--- src/design/asc_pkg.sv ---
package asc_pkg;
    // register byte addresses
    localparam logic [7:0] A_CTRL  = 8'h00;
    localparam logic [7:0] A_START = 8'h04;
    localparam logic [7:0] A_SEQ   = 8'h08;
    localparam logic [7:0] A_STAT  = 8'h0C;
    localparam logic [7:0] A_IE    = 8'h10;
    localparam logic [7:0] A_THR   = 8'h14;
    localparam logic [7:0] A_DR    = 8'h18;
    localparam logic [7:0] A_JDR   = 8'h1C;
    localparam logic [7:0] A_S1DR  = 8'h20;
    localparam logic [7:0] A_S2DR  = 8'h24;
    localparam logic [1:0] A_SMP_HI = 2'h1;
    // control fields
    localparam int C_EN   = 0;
    localparam int C_CONT = 1;
    localparam int C_SCAN = 2;
    localparam int C_LEFT = 3;
    localparam int C_RES  = 4;
    localparam int C_PRE  = 6;
    localparam int C_DMA  = 8;
    localparam int C_AWR  = 9;
    localparam int C_AWJ  = 10;
    localparam int C_AWS  = 11;
    localparam int C_AWCH = 12;
    localparam int C_RTS  = 16;
    localparam int C_RTE  = 19;
    localparam int C_JTS  = 20;
    localparam int C_JTE  = 23;
    localparam int C_MM   = 24;
    // start strobes, sequence fields
    localparam int S_REG  = 0;
    localparam int S_INJ  = 1;
    localparam int S_SL2  = 2;
    localparam int Q_LAST = 0;
    localparam int Q_INJ  = 4;
    localparam int Q_S2   = 8;
    // status flags
    localparam int F_EOC  = 0;
    localparam int F_JEOC = 1;
    localparam int F_AWD  = 2;
    localparam int F_OVR  = 3;
    // masks and reset values
    localparam logic [31:0] M_SEQ    = 32'h0000_0FFF;
    localparam logic [31:0] M_THR    = 32'h0FFF_0FFF;
    localparam logic [31:0] CTRL_RST = 32'h0000_0000;
    localparam logic [31:0] THR_RST  = 32'h0FFF_0000;
    // timing and modes
    localparam logic [8:0] SMP_MIN = 9'h004;
    localparam logic [8:0] SMP_MAX = 9'h1E0;
    localparam logic [3:0] RES_MAX = 4'hC;
    localparam logic [3:0] MM_DUAL_LO = 4'h1;
    localparam logic [3:0] MM_DUAL_HI = 4'h6;
    localparam logic [3:0] MM_TRI_LO  = 4'h7;
    localparam logic [3:0] MM_TRI_HI  = 4'hC;

    typedef enum logic [0:0] {ST_IDLE, ST_CONV} asc_state_t;
    typedef enum logic [1:0] {PH_IDLE, PH_SAMP, PH_CONV} asc_phase_t;
endpackage : asc_pkg

--- src/design/asc_core.sv ---
module asc_core (
    input  wire logic        clk_i,
    input  wire logic        rst_i,
    input  wire logic        tick_i,
    input  wire logic        start_i,
    input  wire logic [8:0]  smp_i,
    input  wire logic [3:0]  bits_i,
    input  wire logic [11:0] data_i,
    output logic             sample_o,
    output logic             done_o,
    output logic [11:0]      result_o
);
    typedef struct packed {
        asc_pkg::asc_phase_t ph;
        logic [8:0]          cnt;
        logic                done;
        logic                samp;
        logic [11:0]         result;
    } asc_core_st_t;

    asc_core_st_t r;
    asc_core_st_t n;

    // a start while busy is dropped; first converter cycle may be short
    always_comb begin
        n = r;
        n.done = 1'b0;
        case (r.ph)
            asc_pkg::PH_IDLE: begin
                if (start_i) begin
                    n.ph  = asc_pkg::PH_SAMP;
                    n.cnt = smp_i;
                end
            end
            asc_pkg::PH_SAMP: begin
                if (tick_i) begin
                    if (r.cnt == 9'h001) begin
                        n.ph  = asc_pkg::PH_CONV;
                        n.cnt = {5'h00, bits_i};
                    end else begin
                        n.cnt = r.cnt - 9'h001;
                    end
                end
            end
            asc_pkg::PH_CONV: begin
                if (tick_i) begin
                    if (r.cnt == 9'h001) begin
                        n.ph     = asc_pkg::PH_IDLE;
                        n.done   = 1'b1;
                        n.result = data_i;
                    end else begin
                        n.cnt = r.cnt - 9'h001;
                    end
                end
            end
            default: n.ph = asc_pkg::PH_IDLE;
        endcase
        n.samp = (n.ph == asc_pkg::PH_SAMP);
    end

    always_ff @(posedge clk_i) begin
        if (rst_i) begin
            r <= '0;
        end else begin
            r <= n;
        end
    end

    assign sample_o = r.samp;
    assign done_o   = r.done;
    assign result_o = r.result;
endmodule : asc_core

--- src/design/asc_top.sv ---
// The Wishbone interface to the registers and the placing of the registers were decided locally.
module asc_top (
    input  wire logic        clk_i,
    input  wire logic        rst_i,
    input  wire logic        wb_cyc_i,
    input  wire logic        wb_stb_i,
    input  wire logic        wb_we_i,
    input  wire logic [7:0]  wb_adr_i,
    input  wire logic [3:0]  wb_sel_i,
    input  wire logic [31:0] wb_dat_i,
    output logic      [31:0] wb_dat_o,
    output logic             wb_ack_o,
    input  wire logic [7:0]  trig_i,
    input  wire logic [11:0] m_data_i,
    input  wire logic [11:0] s1_data_i,
    input  wire logic [11:0] s2_data_i,
    input  wire logic        dma_ack_i,
    output logic             m_sample_o,
    output logic             s1_sample_o,
    output logic             s2_sample_o,
    output logic      [3:0]  chan_o,
    output logic      [3:0]  s2_chan_o,
    output logic             dma_req_o,
    output logic             irq_o
);
    typedef struct packed {
        logic             ack;
        logic [31:0]      dat;
        logic [31:0]      ctrl;
        logic [31:0]      seq;
        logic [3:0]       ie;
        logic [31:0]      thr;
        logic [3:0]       flags;
        logic [15:0]      dr;
        logic [15:0]      jdr;
        logic [15:0]      s1dr;
        logic [15:0]      s2dr;
        logic [15:0][8:0] smp;
        logic [2:0]       pcnt;
        logic             tick;
        logic [7:0]       trig_q;
        asc_pkg::asc_state_t state;
        logic [3:0]       chan;
        logic [3:0]       chan_out;
        logic [3:0]       s2_chan;
        logic             reg_act;
        logic             inj_pend;
        logic             cur_inj;
        logic             unread;
        logic             dma;
        logic             irq;
        logic             mstart;
        logic             s1start;
        logic             s2start;
    } asc_regs_t;

    asc_regs_t r;
    asc_regs_t n;

    logic        en;
    logic        cont;
    logic        scan;
    logic        left;
    logic        dma_en;
    logic        awr;
    logic        awj;
    logic        aws;
    logic [1:0]  res;
    logic [1:0]  pre;
    logic [3:0]  awch;
    logic [2:0]  rts;
    logic [2:0]  jts;
    logic        rte;
    logic        jte;
    logic [3:0]  mm;
    logic [3:0]  last;
    logic [3:0]  injch;
    logic [3:0]  s2ch;
    logic [3:0]  bits;
    logic [11:0] thr_lo;
    logic [11:0] thr_hi;
    logic        dual;
    logic        tri3;
    logic        simul;
    logic        wr;
    logic        rd;
    logic        m_done;
    logic        s1_done;
    logic        s2_done;
    logic [11:0] m_res;
    logic [11:0] s1_res;
    logic [11:0] s2_res;

    assign en     = r.ctrl[asc_pkg::C_EN];
    assign cont   = r.ctrl[asc_pkg::C_CONT];
    assign scan   = r.ctrl[asc_pkg::C_SCAN];
    assign left   = r.ctrl[asc_pkg::C_LEFT];
    assign res    = r.ctrl[asc_pkg::C_RES +: 2];
    assign pre    = r.ctrl[asc_pkg::C_PRE +: 2];
    assign dma_en = r.ctrl[asc_pkg::C_DMA];
    assign awr    = r.ctrl[asc_pkg::C_AWR];
    assign awj    = r.ctrl[asc_pkg::C_AWJ];
    assign aws    = r.ctrl[asc_pkg::C_AWS];
    assign awch   = r.ctrl[asc_pkg::C_AWCH +: 4];
    assign rts    = r.ctrl[asc_pkg::C_RTS +: 3];
    assign rte    = r.ctrl[asc_pkg::C_RTE];
    assign jts    = r.ctrl[asc_pkg::C_JTS +: 3];
    assign jte    = r.ctrl[asc_pkg::C_JTE];
    assign mm     = r.ctrl[asc_pkg::C_MM +: 4];
    assign last   = r.seq[asc_pkg::Q_LAST +: 4];
    assign injch  = r.seq[asc_pkg::Q_INJ +: 4];
    assign s2ch   = r.seq[asc_pkg::Q_S2 +: 4];
    assign thr_lo = r.thr[11:0];
    assign thr_hi = r.thr[27:16];
    assign bits   = asc_pkg::RES_MAX - {1'b0, res, 1'b0};
    assign dual   = (mm >= asc_pkg::MM_DUAL_LO) && (mm <= asc_pkg::MM_DUAL_HI);
    assign tri3   = (mm >= asc_pkg::MM_TRI_LO) && (mm <= asc_pkg::MM_TRI_HI);
    assign simul  = mm[0];
    assign wr     = wb_cyc_i & wb_stb_i & r.ack & wb_we_i;
    assign rd     = wb_cyc_i & wb_stb_i & r.ack & ~wb_we_i;

    function automatic logic [31:0] asc_merge(input logic [31:0] o, input logic [31:0] d, input logic [3:0] s);
        logic [31:0] v;
        v = o;
        for (int i = 0; i < 4; i++) begin
            if (s[i]) begin
                v[i*8 +: 8] = d[i*8 +: 8];
            end
        end
        return v;
    endfunction : asc_merge

    // lower resolutions drop the low bits of the front end word
    function automatic logic [15:0] asc_align(input logic [11:0] d, input logic [1:0] rs, input logic lf);
        logic [15:0] v;
        v = {4'h0, d} >> {rs, 1'b0};
        if (lf) begin
            v = v << ({1'b0, rs, 1'b0} + 4'h4);
        end
        return v;
    endfunction : asc_align

    function automatic logic [8:0] asc_clamp(input logic [8:0] s);
        logic [8:0] v;
        v = s;
        if (s < asc_pkg::SMP_MIN) begin
            v = asc_pkg::SMP_MIN;
        end else if (s > asc_pkg::SMP_MAX) begin
            v = asc_pkg::SMP_MAX;
        end
        return v;
    endfunction : asc_clamp

    always_comb begin
        logic [3:0]  clr;
        logic [3:0]  set;
        logic [31:0] wv;
        logic        rd_dr;
        logic        hit;
        clr   = 4'h0;
        set   = 4'h0;
        wv    = 32'h0000_0000;
        rd_dr = rd && (wb_adr_i == asc_pkg::A_DR);
        hit   = 1'b0;
        n = r;
        n.mstart  = 1'b0;
        n.s1start = 1'b0;
        n.s2start = 1'b0;

        // bus answer one cycle after the request
        n.ack = wb_cyc_i & wb_stb_i & ~r.ack;
        n.dat = 32'h0000_0000;
        if (n.ack && !wb_we_i) begin
            if (wb_adr_i[7:6] == asc_pkg::A_SMP_HI) begin
                n.dat = {23'h00_0000, r.smp[wb_adr_i[5:2]]};
            end else begin
                case (wb_adr_i)
                    asc_pkg::A_CTRL: n.dat = r.ctrl;
                    asc_pkg::A_SEQ:  n.dat = r.seq;
                    asc_pkg::A_STAT: n.dat = {27'h000_0000, r.reg_act | (r.state == asc_pkg::ST_CONV), r.flags};
                    asc_pkg::A_IE:   n.dat = {28'h000_0000, r.ie};
                    asc_pkg::A_THR:  n.dat = r.thr;
                    asc_pkg::A_DR:   n.dat = {16'h0000, r.dr};
                    asc_pkg::A_JDR:  n.dat = {16'h0000, r.jdr};
                    asc_pkg::A_S1DR: n.dat = {16'h0000, r.s1dr};
                    asc_pkg::A_S2DR: n.dat = {16'h0000, r.s2dr};
                    default:         n.dat = 32'h0000_0000;
                endcase
            end
        end

        // converter clock prescaler
        n.tick = 1'b0;
        if (r.pcnt == {pre, 1'b1}) begin
            n.pcnt = 3'h0;
            n.tick = 1'b1;
        end else begin
            n.pcnt = r.pcnt + 3'h1;
        end

        // register writes take effect on the acked edge
        if (wr) begin
            if (wb_adr_i[7:6] == asc_pkg::A_SMP_HI) begin
                wv = asc_merge({23'h00_0000, r.smp[wb_adr_i[5:2]]}, wb_dat_i, wb_sel_i);
                n.smp[wb_adr_i[5:2]] = asc_clamp(wv[8:0]);
            end else begin
                case (wb_adr_i)
                    asc_pkg::A_CTRL: n.ctrl = asc_merge(r.ctrl, wb_dat_i, wb_sel_i);
                    asc_pkg::A_SEQ:  n.seq = asc_merge(r.seq, wb_dat_i, wb_sel_i) & asc_pkg::M_SEQ;
                    asc_pkg::A_IE: begin
                        wv   = asc_merge({28'h000_0000, r.ie}, wb_dat_i, wb_sel_i);
                        n.ie = wv[3:0];
                    end
                    asc_pkg::A_THR:  n.thr = asc_merge(r.thr, wb_dat_i, wb_sel_i) & asc_pkg::M_THR;
                    asc_pkg::A_STAT: clr = wb_sel_i[0] ? wb_dat_i[3:0] : 4'h0;
                    asc_pkg::A_START: begin
                        if (wb_sel_i[0] && wb_dat_i[asc_pkg::S_REG] && en && !r.reg_act) begin
                            n.reg_act = 1'b1;
                            n.chan    = scan ? 4'h0 : last;
                        end
                        if (wb_sel_i[0] && wb_dat_i[asc_pkg::S_INJ] && en) begin
                            n.inj_pend = 1'b1;
                        end
                        if (wb_sel_i[0] && wb_dat_i[asc_pkg::S_SL2] && !tri3) begin
                            n.s2start = 1'b1;
                            n.s2_chan = s2ch;
                        end
                    end
                    default: n.ctrl = r.ctrl;
                endcase
            end
        end

        // external triggers, rising edge of the selected line
        n.trig_q = trig_i;
        if (en && rte && trig_i[rts] && !r.trig_q[rts] && !n.reg_act) begin
            n.reg_act = 1'b1;
            n.chan    = scan ? 4'h0 : last;
        end
        if (en && jte && trig_i[jts] && !r.trig_q[jts]) begin
            n.inj_pend = 1'b1;
        end

        // reading the data word or a data transfer ack consumes it
        if (rd_dr || dma_ack_i) begin
            n.unread = 1'b0;
            n.dma    = 1'b0;
        end
        if (rd_dr) begin
            clr[asc_pkg::F_EOC] = 1'b1;
        end
        if (wr && wb_adr_i == asc_pkg::A_JDR) begin
            clr[asc_pkg::F_JEOC] = 1'b0;
        end

        // master result handling
        if (m_done) begin
            hit = (!aws || r.chan_out == awch) && (r.cur_inj ? awj : awr);
            if (hit && (m_res < thr_lo || m_res > thr_hi)) begin
                set[asc_pkg::F_AWD] = 1'b1;
            end
            if (r.cur_inj) begin
                n.jdr = asc_align(m_res, res, left);
                set[asc_pkg::F_JEOC] = 1'b1;
            end else begin
                n.dr = asc_align(m_res, res, left);
                set[asc_pkg::F_EOC] = 1'b1;
                if (r.unread && !rd_dr && !dma_ack_i) begin
                    set[asc_pkg::F_OVR] = 1'b1;
                end
                n.unread = 1'b1;
                n.dma    = dma_en;
                if (scan && r.chan < last) begin
                    n.chan = r.chan + 4'h1;
                end else begin
                    n.chan = scan ? 4'h0 : last;
                    if (!cont) begin
                        n.reg_act = 1'b0;
                    end
                end
            end
        end

        // slave results and alternate chaining
        if (s1_done) begin
            n.s1dr = asc_align(s1_res, res, left);
        end
        if (s2_done) begin
            n.s2dr = asc_align(s2_res, res, left);
        end
        if ((dual || tri3) && !simul && m_done) begin
            n.s1start = 1'b1;
        end
        if (tri3 && !simul && s1_done) begin
            n.s2start = 1'b1;
            n.s2_chan = r.chan_out;
        end

        // launch: injected first, then the regular sequence
        if (!en) begin
            n.reg_act  = 1'b0;
            n.inj_pend = 1'b0;
        end
        if (r.state == asc_pkg::ST_IDLE || m_done) begin
            n.state = asc_pkg::ST_IDLE;
            if (n.inj_pend) begin
                n.inj_pend = 1'b0;
                n.cur_inj  = 1'b1;
                n.chan_out = injch;
                n.mstart   = 1'b1;
                n.state    = asc_pkg::ST_CONV;
            end else if (n.reg_act) begin
                n.cur_inj  = 1'b0;
                n.chan_out = n.chan;
                n.mstart   = 1'b1;
                n.state    = asc_pkg::ST_CONV;
            end
            if (n.mstart && (dual || tri3) && simul) begin
                n.s1start = 1'b1;
            end
            if (n.mstart && tri3 && simul) begin
                n.s2start = 1'b1;
                n.s2_chan = n.chan_out;
            end
        end

        // set wins over a same-cycle clear
        n.flags = (r.flags & ~clr) | set;
        n.irq   = |(n.flags & n.ie);
    end

    always_ff @(posedge clk_i) begin
        if (rst_i) begin
            r        <= '0;
            r.ctrl   <= asc_pkg::CTRL_RST;
            r.thr    <= asc_pkg::THR_RST;
            r.smp    <= {16{asc_pkg::SMP_MIN}};
        end else begin
            r <= n;
        end
    end

    asc_core u_master (
        .clk_i    (clk_i),
        .rst_i    (rst_i),
        .tick_i   (r.tick),
        .start_i  (r.mstart),
        .smp_i    (r.smp[r.chan_out]),
        .bits_i   (bits),
        .data_i   (m_data_i),
        .sample_o (m_sample_o),
        .done_o   (m_done),
        .result_o (m_res)
    );

    asc_core u_slave1 (
        .clk_i    (clk_i),
        .rst_i    (rst_i),
        .tick_i   (r.tick),
        .start_i  (r.s1start),
        .smp_i    (r.smp[r.chan_out]),
        .bits_i   (bits),
        .data_i   (s1_data_i),
        .sample_o (s1_sample_o),
        .done_o   (s1_done),
        .result_o (s1_res)
    );

    asc_core u_slave2 (
        .clk_i    (clk_i),
        .rst_i    (rst_i),
        .tick_i   (r.tick),
        .start_i  (r.s2start),
        .smp_i    (r.smp[r.s2_chan]),
        .bits_i   (bits),
        .data_i   (s2_data_i),
        .sample_o (s2_sample_o),
        .done_o   (s2_done),
        .result_o (s2_res)
    );

    assign wb_dat_o  = r.dat;
    assign wb_ack_o  = r.ack;
    assign chan_o    = r.chan_out;
    assign s2_chan_o = r.s2_chan;
    assign dma_req_o = r.dma;
    assign irq_o     = r.irq;
endmodule : asc_top

--- config.mk ---
export PLATFORM = sky130hd
export DESIGN_NAME = asc_top
export DESIGN_NICKNAME = d
export VERILOG_FILES = /design/src/design/asc_pkg.sv /design/src/design/asc_core.sv /design/src/design/asc_top.sv
export SDC_FILE = /design/constraint.sdc
export NUM_CORES = 1
export LEC_CHECK = 0
export BUFFER_PORTS_ARGS = -buffer_cell sky130_fd_sc_hd__buf_2
export CAP_MARGIN = 20
export CORE_UTILIZATION = 45
export CTS_CLUSTER_DIAMETER = 150
export DETAILED_ROUTE_END_ITERATION = 12
export HOLD_SLACK_MARGIN = 0.03
export SETUP_SLACK_MARGIN = 0.5
export SLEW_MARGIN = 10
export SYNTH_ARGS = -nofsm -noshare
export SYNTH_HDL_FRONTEND = slang
export SYNTH_SLANG_ARGS = --single-unit
--- constraint.sdc ---
create_clock -name clk_i -period 3.5 [get_ports clk_i]
set_input_delay 0 -clock clk_i [delete_from_list [all_inputs] [get_ports clk_i]]
set_output_delay 0 -clock clk_i [all_outputs]
set_load 0.05 [all_outputs]
==> reports/results.md <==
| Item | Value | Unit |
|:---|:---|:---|
| Worst Setup SP | wb_adr_i[5] | - |
| Number of storage elements in the synthesis netlist | 426 | - |
| Netlist area before placement | 22,660 | um2 |
| Main synth FF type | sky130_fd_sc_hd__dfxtp_1 | - |
| Slowest cell delay on critical path | 0.69 | ns |
| Row Count | 81 | - |
| Initial core utilization | 45.92 | % |
| Pin count of the biggest net entering global routing | 166 | - |
| Critical path start-end classification | in2reg | - |
| Total number of vias | 20,680 | - |
| Number of buffer and inverter stages on the critical path | 2 | - |
| Clock skew | 0.03376 | ns |
| Overall overflow remaining after global route | 0 | - |
| Source of the worst register-to-register timing path | last[3] | - |
| Global-route wire length before repair | 117.1 | mm |
| Tightest slew margin relative to the limit | 16.18 | % |
| Avg Cell Area, Syn | 9.102 | um2 |
| Portion of total power attributed to sequential cells | 45.6 | % |
| Most used cells in the layout excluding fill and tap cells | sky130_fd_sc_hd__dfxtp_1, sky130_fd_sc_hd__nor2_1, sky130_fd_sc_hd__nand2_1, sky130_fd_sc_hd__a21oi_1, sky130_fd_sc_hd__buf_2 | - |
| First drt pass iteration count | 7 | - |
| Count of nets after finishing | 2,777 | - |
| Antenna viol nets, final | 0 | - |
| Status | finished clean | - |
| Number of global-route vias before repair | 19,350 | - |
| Total negative slack for setup checks | 0 | ns |
| Worst slack at placement | 0.3494 | ns |
| CORE AREA | 49,360 | um2 |
| Die width | 226.4 | um |
| Detailed router's first-iteration violation count | 2,437 | - |
| Most common library cell in the layout ignoring fill and taps | sky130_fd_sc_hd__dfxtp_1 | - |
| Critical Path RT | 3.99 | ns |
| MaxCap Viol Count | 0 | - |
| Die Outline Area | 51,260 | um2 |
| # H-tree levels | 2 | - |
| Start point of the worst hold path | wb_cyc_i | - |
| Routed wirelength normalized by instance count | 23.27 | um |
| Data arrival time of the worst path | 3.52 | ns |
| Fraction of layout cells with a size suffix above 1 | 18.32 | % |
| Clock insertion delay at the later pin of the skew report | 0.61 | ns |
| Inserted Clock Buffers | 47 | - |
| Part of the Yosys area used for sequential elements | 37.63 | % |
| Vertical die dimension | 226.4 | um |
| Total length of routed wires | 77.64 | mm |
| Via density per instance | 6.198 | - |
| Power share of the combinational group | 4.9 | % |
| Cell-by-cell trace of the critical path | dlygate4sd3_1 > buf_2 > or4_1 > nor2_1 > a41o_1 > o31a_1 > nor2_2 > or3_1 > o41ai_1 | - |
| Transition time of the tightest slew-check pin | 1.256 | ns |
| Pleak | 9.303 | nW |
| Maximum clock frequency | 329.9 | MHz |
| Count of buffers from port buffering | 139 | - |
| Cell variety after synth | 78 | - |
| Internal | 8.163 | mW |
| Root buf cell | sky130_fd_sc_hd__clkbuf_16 | - |
| Number of antenna violations at the first check in global routing | 6 | - |
| Number of pins with negative max-slew slack in the final report | 0 | - |
| Final estimated routing congestion in global placement | 0.9226 | - |
| Hold violation total from the final report | 0 | - |
| Clock network fraction of total power | 49.5 | % |
| Setup repair after global routing missed its margin | yes | - |
| Area growth syn-to-layout | 17.28 | % |
| HPWL after DPL | 54.68 | mm |
| TritonCTS clock tree | yes | - |
| Total GRT Usage | 29.95 | % |
| Synthesized instance count | 2,490 | - |
| Setup slack after layout | 0.4690 | ns |
| Count of warnings emitted by yosys | 0 | - |
| Clock-pin slew on the worst setup and hold paths | 0.06 | ns |
| VDD IR max | 0.3636 | mV |
| Biggest fanout along the worst timing path | 15 | - |
| Share of the cycle needed by the critical path after routing | 86.60 | % |
| Largest buffer count on any clock path | 3 | - |
| DR DRC count | 0 | - |
| Number of synthesized flops with an enable pin | 0 | - |
| Shortest clock period the worst path allows after layout | 3.031 | ns |
| Register-to-register path setup slack | 0.58 | ns |
| Worst Setup Start Kind | input pin | - |
| HP Class | in2reg | - |
| Type of element capturing the critical path | flop | - |
| Total power divided by cell area | 401.5 | nW/um2 |
| Number of placed I/O pins | 140 | - |
| Async set-or-reset flop fraction in the synthesized netlist | 0 | % |
| Total clock sinks | 426 | - |
| Switching pwr | 2.508 | mW |
| CP max-delay cell | sky130_fd_sc_hd__or4_1 | - |
| Post-Syn Nets | 2,631 | - |
| Final setup viols | 0 | - |
| Family with the most delay on the worst path | simple AND/OR/NAND/NOR gates | - |
| Net Sw Frac | 23.50 | % |
-- worst paths after layout --
path,to,depth (start not counted)
worst min register to register,r[31],1
worst max-delay path,s2_chan_o[1],9
worst min-delay path,r[242],6
worst max register to register,s2_chan_o[1],9
-- through the flow --
stage / total power, mW / hold WS [ns] / util, % / area [um2] / std cells
after floorplan: 5.231 / 0.1282 / - / 22660 / 2490
after global placement: 5.402 / 0.2298 / 48.45 / 23920 / 3150
after detailed placement: 5.408 / 0.2339 / 48.45 / 23920 / 3150
after CTS: 10.71 / 0.03684 / 53.73 / 26520 / 3330
after global routing: 10.95 / 0.07561 / 53.84 / 26570 / 3335
final: 10.67 / 0.06901 / 53.85 / 26580 / 3337
-- timing repair --
action	CTS	global route
hold endpoints to repair	156	0
setup buffers	0	3
hold buffers	98	0
endpoints found under the setup margin	0	44
resized for setup	0	4
-- state kept, by name (all words and copies together) (netlist names), 11 cells and up --
signal and cells:
r 279, wb_dat_o 32, u_master.result_o 12, u_slave1.result_o 12, u_slave2.result_o 12, u_master.r 11, u_slave1.r 11, u_slave2.r 11
-- cells by family after synthesis --
kind of cell,Yosys count,synth area share [%]
buffers and inverters,288,5.714
AND/OR/NAND/NOR,885,17.83
XOR/XNOR,19,0.7343
adder cells (fa/ha/maj),47,2.595
AO/OA/AOI/OAI,584,17.66
flip-flops,426,37.63
multiplexers,241,17.84
-- area by class of cell --
class / instances / area [um2]
fillers: 4452 / 22780
multi-input cells: 1776 / 12890
repair buffers: 332 / 2487
well taps: 664 / 830.8
clock inverters: 20 / 299.0
inverters: 53 / 198.9
flip-flops and latches: 426 / 8536
diodes: 4 / 10.01
clock buffers: 62 / 1323
-- cells in the mapped netlist, drive strengths merged, types with 4 or more instances --
cell | instances | area [um2]
inv | 51 | 191.4
o21a | 5 | 37.54
mux4 | 129 | 2905
a222oi | 16 | 160.2
ha | 47 | 588.1
or2 | 4 | 25.02
xnor2 | 10 | 87.58
o31ai | 9 | 67.56
a211oi | 112 | 840.8
dfxtp | 426 | 8528
a21o | 10 | 75.07
nand3 | 49 | 245.2
nand4 | 9 | 56.30
and4b | 4 | 40.04
or4 | 5 | 37.54
a221oi | 10 | 87.58
nand2 | 252 | 945.9
o22ai | 11 | 68.82
or3 | 6 | 37.54
xor2 | 9 | 78.83
nor4 | 41 | 277.8
mux2 | 14 | 157.7
nand2b | 21 | 131.4
o31a | 4 | 35.03
nor3b | 9 | 67.56
a21oi | 158 | 790.8
o41ai | 5 | 43.79
o211ai | 30 | 225.2
o21ai | 58 | 290.3
clkbuf | 159 | 596.8
nor2b | 43 | 269.0
nor3 | 58 | 300.3
a22o | 11 | 96.34
nor2 | 343 | 1323
and2 | 11 | 68.82
a32oi | 13 | 113.9
a2111oi | 6 | 80.08
and3 | 20 | 125.1
o221ai | 4 | 52.56
buf | 76 | 499.2
a22oi | 54 | 405.4
a31oi | 29 | 181.4
a31o | 19 | 166.4
mux2i | 98 | 980.9
-- power by group through the flow --
stage               sequential, mW  clock, mW  combinational, mW
floorplan                     4.97          0              0.261
global placement              4.97          0              0.431
detailed placement            4.97          0              0.436
CTS                           4.86       5.34              0.511
global route                  4.86       5.54              0.552
finish                        4.86       5.28              0.527
-- per-layer routing --
layer / GRT usage [%] / vias to the layer above / wire (um)
met4: 8.915 / 4 / 2018
met2: 46.34 / 963 / 34850
met3: 6.557 / 144 / 7363
li1: - / 9440 / -
met5: 0 / - / 23
met1: 41.69 / 10130 / 33390
-- tightest hold or removal path, delay by kind of cell --
family	cells	cell delay [ns]
AOI/OAI and AO/OA	1	0.10
buffers and inverters	1	0.12
and+or+nand+nor	4	0.41
Power figures use the tool's default switching activity.
